`src/hdl/pes_pkg.sv`:
```
// pes_pkg: register map, field layout, reset values and state type of the port-e block
package pes_pkg;

    // =========================================================
    // register byte offsets
    localparam logic [7:0] PES_OFF_PIN_LEVELS = 8'h00;
    localparam logic [7:0] PES_OFF_OUTPUT_LATCH = 8'h04;
    localparam logic [7:0] PES_OFF_DIR_CTRL = 8'h08;
    localparam logic [7:0] PES_OFF_ANALOG_SEL = 8'h0C;
    localparam logic [7:0] PES_OFF_SLAVE_IN = 8'h10;
    localparam logic [7:0] PES_OFF_SLAVE_OUT = 8'h14;
    localparam logic [7:0] PES_OFF_IRQ_STATUS = 8'h18;
    localparam logic [7:0] PES_OFF_IRQ_ENABLE = 8'h1C;
    localparam logic [7:0] PES_OFF_IRQ_CLEAR = 8'h20;
    localparam int PES_NUM_REGS = 9;

    // =========================================================
    // register select indices (one-hot position)
    localparam int PES_SEL_PIN_LEVELS = 0;
    localparam int PES_SEL_OUTPUT_LATCH = 1;
    localparam int PES_SEL_DIR_CTRL = 2;
    localparam int PES_SEL_ANALOG_SEL = 3;
    localparam int PES_SEL_SLAVE_IN = 4;
    localparam int PES_SEL_SLAVE_OUT = 5;
    localparam int PES_SEL_IRQ_STATUS = 6;
    localparam int PES_SEL_IRQ_ENABLE = 7;
    localparam int PES_SEL_IRQ_CLEAR = 8;

    // =========================================================
    // field positions
    localparam int PES_BIT_IN_FULL = 7;
    localparam int PES_BIT_OUT_FULL = 6;
    localparam int PES_BIT_IN_OVF = 5;
    localparam int PES_BIT_SLAVE_SEL = 4;
    localparam int PES_BIT_ANS_PIN0 = 5;
    localparam int PES_IRQ_IN_FULL = 0;
    localparam int PES_IRQ_OUT_READ = 1;
    localparam int PES_IRQ_OVF = 2;

    // =========================================================
    // reset values
    localparam logic [2:0] PES_RST_DIR = 3'h7;
    localparam logic [2:0] PES_RST_LATCH = 3'h0;
    localparam logic [7:0] PES_RST_ANALOG_SEL = 8'hFF;
    localparam logic [12:0] PES_SYNC_RST = 13'h0007;

    // =========================================================
    // complete register state of the top module
    typedef struct packed {
        logic [2:0] latch;
        logic [2:0] dir;
        logic slave_sel;
        logic in_full;
        logic out_full;
        logic in_ovf;
        logic [7:0] analog_select_reg;
        logic [7:0] in_data;
        logic [7:0] out_data;
        logic [2:0] irq_stat;
        logic [2:0] irq_en;
        logic wr_act;
        logic rd_act;
        logic [31:0] prdata;
    } pes_state_t;

endpackage : pes_pkg

```
`src/hdl/pes_apb.sv`:
```
// pes_apb: apb phase decode and register select
`timescale 1ns/1ns
module pes_apb
    import pes_pkg::*;
(
    // apb control
    input wire logic ce,
    input wire logic psel,
    input wire logic penable,
    input wire logic pwrite,
    input wire logic [7:0] paddr,
    output logic pready,
    output logic pslverr,
    // decoded strobes
    output logic setup_rd,
    output logic acc_wr,
    output logic acc_rd,
    output logic [PES_NUM_REGS-1:0] reg_sel
);

    // =========================================================
    // address to one-hot select, zero for unmapped
    function automatic logic [PES_NUM_REGS-1:0] pes_decode(input logic [7:0] a);
        logic [PES_NUM_REGS-1:0] d;
        d = '0;
        unique case (a)
            PES_OFF_PIN_LEVELS: d[PES_SEL_PIN_LEVELS] = 1'b1;
            PES_OFF_OUTPUT_LATCH: d[PES_SEL_OUTPUT_LATCH] = 1'b1;
            PES_OFF_DIR_CTRL: d[PES_SEL_DIR_CTRL] = 1'b1;
            PES_OFF_ANALOG_SEL: d[PES_SEL_ANALOG_SEL] = 1'b1;
            PES_OFF_SLAVE_IN: d[PES_SEL_SLAVE_IN] = 1'b1;
            PES_OFF_SLAVE_OUT: d[PES_SEL_SLAVE_OUT] = 1'b1;
            PES_OFF_IRQ_STATUS: d[PES_SEL_IRQ_STATUS] = 1'b1;
            PES_OFF_IRQ_ENABLE: d[PES_SEL_IRQ_ENABLE] = 1'b1;
            PES_OFF_IRQ_CLEAR: d[PES_SEL_IRQ_CLEAR] = 1'b1;
            default: d = '0;
        endcase
        return d;
    endfunction : pes_decode

    assign reg_sel = pes_decode(paddr);
    assign pready = ce;
    assign pslverr = psel & penable & ~(|reg_sel);
    assign setup_rd = ce & psel & ~penable & ~pwrite;
    assign acc_wr = ce & psel & penable & pwrite;
    assign acc_rd = ce & psel & penable & ~pwrite;

endmodule : pes_apb

```
`src/hdl/pes_port.sv`:
```
// pes_port: port-e pins, direction/slave control, analog select, slave buffers and interrupt
//
// Chosen here: the APB register port and the register addresses.
`timescale 1ns/1ns
module pes_port
    import pes_pkg::*;
(
    // clock, reset, enable
    input wire logic pclk,
    input wire logic presetn,
    input wire logic ce,
    // apb slave
    input wire logic psel,
    input wire logic penable,
    input wire logic pwrite,
    input wire logic [7:0] paddr,
    input wire logic [31:0] pwdata,
    output logic [31:0] prdata,
    output logic pready,
    output logic pslverr,
    // pins 0..2, two-way
    input wire logic [2:0] pin_in,
    output logic [2:0] pin_out,
    output logic [2:0] pin_oe,
    // pin 3 and master clear
    input wire logic port_pin3,
    input wire logic master_clear_cfg,
    output logic master_clear_in,
    // host data bus of the slave port
    input wire logic [7:0] host_data_in,
    output logic [7:0] host_data_out,
    output logic host_data_oe,
    // analog routing to converter
    output logic analog_channel5,
    output logic analog_channel6,
    output logic analog_channel7,
    // interrupt
    output logic irq
);

    pes_state_t s;
    pes_state_t next_s;

    logic [12:0] sync_q;
    logic [2:0] pin_f;
    logic pin3_f;
    logic cfg_f;
    logic [7:0] data_f;
    logic setup_rd;
    logic acc_wr;
    logic acc_rd;
    logic [PES_NUM_REGS-1:0] reg_sel;
    logic slave_mode;
    logic wr_act_now;
    logic rd_act_now;
    logic host_wr_end;
    logic host_rd_end;
    logic cpu_in_read;
    logic cpu_out_write;
    logic [2:0] dig_in;
    logic [3:0] port_read;
    logic [2:0] irq_set;
    logic [31:0] rdata;

    // =========================================================
    // input synchroniser and bus decode
    pes_sync #(
        .W(13),
        .RST(PES_SYNC_RST)
    ) u_sync (
        .pclk(pclk),
        .presetn(presetn),
        .ce(ce),
        .raw({master_clear_cfg, host_data_in, port_pin3, pin_in}),
        .q(sync_q)
    );

    assign pin_f = sync_q[2:0];
    assign pin3_f = sync_q[3];
    assign data_f = sync_q[11:4];
    assign cfg_f = sync_q[12];

    pes_apb u_apb (
        .ce(ce),
        .psel(psel),
        .penable(penable),
        .pwrite(pwrite),
        .paddr(paddr),
        .pready(pready),
        .pslverr(pslverr),
        .setup_rd(setup_rd),
        .acc_wr(acc_wr),
        .acc_rd(acc_rd),
        .reg_sel(reg_sel)
    );

    // =========================================================
    // pin reads and host strobes
    always_comb
    begin
        for (int i = 0; i < 3; i++)
        begin
            dig_in[i] = pin_f[i] & ~s.analog_select_reg[PES_BIT_ANS_PIN0 + i];
        end
    end

    assign port_read = {pin3_f & ~cfg_f, dig_in};
    assign slave_mode = s.slave_sel & (&s.dir);
    assign wr_act_now = slave_mode & ~pin_f[2] & ~pin_f[1];
    assign rd_act_now = slave_mode & ~pin_f[2] & ~pin_f[0];
    assign host_wr_end = s.wr_act & ~wr_act_now;
    assign host_rd_end = s.rd_act & ~rd_act_now;
    assign cpu_in_read = acc_rd & reg_sel[PES_SEL_SLAVE_IN];
    assign cpu_out_write = acc_wr & reg_sel[PES_SEL_SLAVE_OUT];

    assign irq_set[PES_IRQ_IN_FULL] = host_wr_end;
    assign irq_set[PES_IRQ_OUT_READ] = host_rd_end & s.out_full;
    assign irq_set[PES_IRQ_OVF] = host_wr_end & s.in_full;

    // =========================================================
    // read mux
    always_comb
    begin
        rdata = 32'h0000_0000;
        if (reg_sel[PES_SEL_PIN_LEVELS])
        begin
            rdata[3:0] = port_read;
        end
        if (reg_sel[PES_SEL_OUTPUT_LATCH])
        begin
            rdata[2:0] = s.latch;
        end
        if (reg_sel[PES_SEL_DIR_CTRL])
        begin
            rdata[PES_BIT_IN_FULL] = s.in_full;
            rdata[PES_BIT_OUT_FULL] = s.out_full;
            rdata[PES_BIT_IN_OVF] = s.in_ovf;
            rdata[PES_BIT_SLAVE_SEL] = s.slave_sel;
            rdata[2:0] = s.dir;
        end
        if (reg_sel[PES_SEL_ANALOG_SEL])
        begin
            rdata[7:0] = s.analog_select_reg;
        end
        if (reg_sel[PES_SEL_SLAVE_IN])
        begin
            rdata[7:0] = s.in_data;
        end
        if (reg_sel[PES_SEL_IRQ_STATUS])
        begin
            rdata[2:0] = s.irq_stat;
        end
        if (reg_sel[PES_SEL_IRQ_ENABLE])
        begin
            rdata[2:0] = s.irq_en;
        end
    end

    // =========================================================
    // next state
    always_comb
    begin
        next_s = s;
        next_s.wr_act = wr_act_now;
        next_s.rd_act = rd_act_now;
        if (setup_rd)
        begin
            next_s.prdata = rdata;
        end
        if (acc_wr)
        begin
            if (reg_sel[PES_SEL_PIN_LEVELS] || reg_sel[PES_SEL_OUTPUT_LATCH])
            begin
                next_s.latch = pwdata[2:0];
            end
            if (reg_sel[PES_SEL_DIR_CTRL])
            begin
                next_s.dir = pwdata[2:0];
                next_s.slave_sel = pwdata[PES_BIT_SLAVE_SEL];
                if (!pwdata[PES_BIT_IN_OVF])
                begin
                    next_s.in_ovf = 1'b0;
                end
            end
            if (reg_sel[PES_SEL_ANALOG_SEL])
            begin
                next_s.analog_select_reg = pwdata[7:0];
            end
            if (reg_sel[PES_SEL_IRQ_ENABLE])
            begin
                next_s.irq_en = pwdata[2:0];
            end
            if (reg_sel[PES_SEL_IRQ_CLEAR])
            begin
                next_s.irq_stat = s.irq_stat & ~pwdata[2:0];
            end
        end
        // cpu side of the slave buffers
        if (cpu_in_read)
        begin
            next_s.in_full = 1'b0;
        end
        if (cpu_out_write)
        begin
            next_s.out_data = pwdata[7:0];
            next_s.out_full = 1'b1;
        end
        else if (host_rd_end)
        begin
            next_s.out_full = 1'b0;
        end
        // host write wins over a cpu read or clear in the same cycle
        if (host_wr_end)
        begin
            next_s.in_data = data_f;
            next_s.in_full = 1'b1;
            if (s.in_full)
            begin
                next_s.in_ovf = 1'b1;
            end
        end
        next_s.irq_stat = next_s.irq_stat | irq_set;
    end

    always_ff @(posedge pclk or negedge presetn)
    begin
        if (!presetn)
        begin
            s <= '0;
            s.dir <= PES_RST_DIR;
            s.latch <= PES_RST_LATCH;
            s.analog_select_reg <= PES_RST_ANALOG_SEL;
        end
        else if (ce)
        begin
            s <= next_s;
        end
    end

    // =========================================================
    // outputs
    assign prdata = s.prdata;
    assign pin_out = s.latch;
    assign pin_oe = ~s.dir;
    assign master_clear_in = cfg_f & ~pin3_f;
    assign host_data_out = s.out_data;
    assign host_data_oe = rd_act_now;
    assign analog_channel5 = s.analog_select_reg[PES_BIT_ANS_PIN0];
    assign analog_channel6 = s.analog_select_reg[PES_BIT_ANS_PIN0 + 1];
    assign analog_channel7 = s.analog_select_reg[PES_BIT_ANS_PIN0 + 2];
    assign irq = |(s.irq_stat & s.irq_en);
endmodule : pes_port

```
`src/hdl/pes_sync.sv`:
```
// pes_sync: three-flop input synchroniser with agreement filter
`timescale 1ns/1ns
module pes_sync
    import pes_pkg::*;
#(
    parameter int W = 13,
    parameter logic [W-1:0] RST = '0
)
(
    // clock and reset
    input wire logic pclk,
    input wire logic presetn,
    input wire logic ce,
    // raw and filtered levels
    input wire logic [W-1:0] raw,
    output logic [W-1:0] q
);

    typedef struct packed {
        logic [W-1:0] s1;
        logic [W-1:0] s2;
        logic [W-1:0] s3;
        logic [W-1:0] q;
    } pes_sync_t;

    pes_sync_t s;
    pes_sync_t next_s;

    // =========================================================
    // filter: a bit changes once stages two and three agree
    always_comb
    begin
        next_s = s;
        next_s.s1 = raw;
        next_s.s2 = s.s1;
        next_s.s3 = s.s2;
        for (int i = 0; i < W; i++)
        begin
            if (s.s2[i] == s.s3[i])
            begin
                next_s.q[i] = s.s2[i];
            end
        end
    end

    always_ff @(posedge pclk or negedge presetn)
    begin
        if (!presetn)
        begin
            s <= {RST, RST, RST, RST};
        end
        else if (ce)
        begin
            s <= next_s;
        end
    end

    assign q = s.q;

endmodule : pes_sync
```
`config.mk`:
```
export PLATFORM = sky130hd
export DESIGN_NAME = pes_port
export DESIGN_NICKNAME = d
export VERILOG_FILES = /design/src/hdl/pes_pkg.sv /design/src/hdl/pes_apb.sv /design/src/hdl/pes_port.sv /design/src/hdl/pes_sync.sv
export SDC_FILE = /design/constraint.sdc
export NUM_CORES = 1
export LEC_CHECK = 0
export BUFFER_PORTS_ARGS = -buffer_cell sky130_fd_sc_hd__buf_2
export CORE_ASPECT_RATIO = 1.1
export CORE_MARGIN = 1.5
export CORE_UTILIZATION = 40
export CTS_BUF_LIST = sky130_fd_sc_hd__clkbuf_4 sky130_fd_sc_hd__clkbuf_8
export DETAILED_ROUTE_END_ITERATION = 6
export PLACE_DENSITY = 0.63
export SYNTH_ARGS = -nofsm -noshare
export SYNTH_HDL_FRONTEND = slang
export SYNTH_HIERARCHICAL = 1
export SYNTH_SLANG_ARGS = --single-unit
```
`constraint.sdc`:
```
create_clock -name pclk -period 1.8 [get_ports pclk]
set_input_delay 0.09 -clock pclk [delete_from_list [all_inputs] [get_ports pclk]]
set_output_delay 0.09 -clock pclk [all_outputs]
set_load 0.005 [all_outputs]
```
==> flow_summary.ini <==
[sta]
fin_crit_sh_pct = 93.5
period_minus_slack_ns = 1.68
rsz0062_at_grt = no
tns_ns = 0
whs_ns = 0.0685
setup_ws_ns = 0.118
worst_clock_skew_ns = 0.0207
slew_headroom_pct = 62.7
slew_violations = 0
hold_viol_final = 0
finalSetupViolations = 0
max_freq_ghz = 0.594
tightest_slew_ns = 0.559

[pwr]
clockPowerShare_pct = 30.4
total_leakage_power_uw = 0.00284
vdd_drop_max_mv = 0.370
pwr-share-comb_pct = 13.4
p_switching_uw = 1310
switching_share_pct = 26.2
powerDensity_nw_per_um2 = 869
pwr-share-seq_pct = 56.2
internal_power_uw = 3700

[layout]
drive_gt1_share_pct = 40.4
nets = 529
fin_cells = 632
diodes = 0
syn2layout_area_growth_pct = 10.9
design_area_um2 = 5760

[setup_path]
cp-start-kind = register
crit_path_top_delay_cell = dfstp_2
cpPeakStageDelay_ns = 0.57
critical_path_arrival_ns = 1.93
cp-end-kind = register
path_cells = nand4_1 > nor3_2 > nand3b_4 > mux2_1
critPathKind = register to register
critPathMaxFanout = 12
crit_required_ns = 2.05

[grt]
grt-ovfl-total = 0
grt_usage_pct = 14.6
grt_pass1_wl_um = 15800
grt_pass1_vias = 3052
antenna_found_initial = 0
grt_max_degree = 69

[yosys]
synth_area_leaders = dfrtp_1 38%, mux2_4 15%, dfstp_2 12%
yosysSeqAreaShare_pct = 49.6
yosysMostFrequentCell = dfrtp_1
async_flop_share_pct = 100
synthTopCellsByCount = 79 x dfrtp_1, 59 x buf_4, 53 x mux2_4
yosys.area.top_type = dfrtp_1
synth_area_um2 = 5200
synth_edf_count = 0
yosys_warnings = 6
syn_inst = 413
synth_ff_type = dfrtp_1
synth-seq-cells = 102
avgSynthCellArea_um2 = 12.6
synth.distinct_cells = 47
netlist.area_leader.share_pct = 38.0

[place]
dp_cells = 597
pre_cts_slack_ns = 0.0538
routabilityCongestion = 0.867
place_area_um2 = 5360
portBuffers = 64
dp_hpwl_um = 6720

[die]
rows = 43
io_pins = 113
die_w_um = 112
fp.coreArea_um2 = 12600
die_h_um = 123
die_area_um2 = 13700
initial_core_util_pct = 41.1

[clock_network]
cts_tree = built
htreeDepth = 3
clock_sinks = 102
cts_resized = 0
cts_setup_buffers = 0
root_buffer = clkbuf_8
clock_path_buffers = 2
clock_latency_ns = 0.37
clk_pin_slew_ns = 0.11
cts_buffers = 9

[drt]
dr.pass1.iters = 4
postRouteAntennaNets = 0
dr.first_iter.drc_count = 111
drcViolationCount = 0
via_per_inst = 4.90
avgRoutedWirePerCell_um = 15.0
wirelength_um = 9490
num_vias = 3099

[flow_run]
max-cap-violations = 0

[status]
outcome = complete, no violations

[worst_hold_path]
hp-class = input port to register
per-stage QoR:
stage | utilization, % | power, uW
after detailed placement | 42.4 | 3500
after CTS | 45.6 | 5070
after global placement | 42.4 | 3460
after global routing | 45.6 | 5280
final | 45.6 | 5010
after floorplan | - | 3450
sequential cells by signal, summed over array words and instances (netlist names):
name             flops
analog_channel6      1
host_data_out        8
u_sync/next_s       26
analog_channel5      1
u_sync/q            13
pin_out              3
s                   28
prdata               8
u_sync/s            13
analog_channel7      1
power by group through the flow:
stage	clock network, uW	logic [uW]	registers (uW)
2_1_floorplan	0	687	2760
3_3_place_gp	0	625	2840
3_5_place_dp	0	647	2860
4_1_cts	1570	681	2820
5_1_grt	1670	750	2860
6_report	1530	670	2810
cell type report:
| class | count | area (um^2) |
|---|---|---|
| fill | 1152 | 6880 |
| sequential | 102 | 2580 |
| multi-input combinational | 250 | 2110 |
| timing repair buffer | 93 | 616 |
| tap | 157 | 196 |
| clock buffer | 10 | 138 |
| clock inverter | 6 | 72.6 |
| inverter | 14 | 52.6 |
timing repair:
action	CTS	global route
endpoints found under the hold margin	49	0
hold buffers	19	0
setup endpoints to repair	0	0
layer usage:
| metal | GRT usage (%) | up-vias | wire, um |
|---|---|---|---|
| met2 | 23.8 | 77 | 4430 |
| met1 | 19.9 | 1535 | 4570 |
| met5 | 0 | - | 0 |
| met4 | 4.98 | 0 | 143 |
| met3 | 2.57 | 12 | 341 |
| li1 | - | 1475 | - |
cell families after synthesis:
logic type	synth area share [%]
compound gates	9.10
buf+inv	11.5
flops	49.6
mux	19.8
other cells	0.0721
simple gates	9.89
final timing paths:
kind / startpoint / endpoint / slack (ns) / cells past startpoint
worst min-delay path: pwdata[0] / s[68]$_DFFE_PN1P_ / 0.07 / 2
min in group asynchronous: presetn / host_data_out[2]$_DFFE_PN0P_ / 0.22 / 2
worst max register to register: s[68]$_DFFE_PN1P_ / s[48]$_DFFE_PN0P_ / 0.12 / 4
worst max-delay path: s[68]$_DFFE_PN1P_ / s[48]$_DFFE_PN0P_ / 0.12 / 4
max in group asynchronous: presetn / u_sync/next_s[27]$_DFFE_PN1P_ / 0.86 / 3
worst min register to register: prdata[4]$_DFFE_PN0P_ / prdata[4]$_DFFE_PN0P_ / 0.48 / 2
worst max-delay path: cells and delay by family (launching register included):
| family | cells | cell delay [ns] |
|---|---|---|
| DFF | 1 | 0.57 |
| muxes | 1 | 0.34 |
| and+or+nand+nor | 3 | 0.64 |
cell usage in the layout, fill, tap and decap left out, drive strengths merged, types with 2 or more instances in the layout:
| master | instances |
|---|---|
| a21o | 11 |
| a21oi | 11 |
| a221oi | 4 |
| a22o | 12 |
| a31oi | 3 |
| and3 | 2 |
| buf | 74 |
| clkbuf | 10 |
| conb | 24 |
| dfrtp | 79 |
| dfstp | 23 |
| dlygate4sd3 | 19 |
| inv | 18 |
| mux2 | 73 |
| nand2 | 29 |
| nand2b | 16 |
| nand3 | 4 |
| nand3b | 3 |
| nor2 | 18 |
| nor2b | 6 |
| nor3 | 3 |
| o2111ai | 3 |
| o21ai | 9 |
| o2bb2ai | 2 |
| o311ai | 3 |
| o31ai | 4 |
Note: power is estimated with default switching activity, not from simulation.
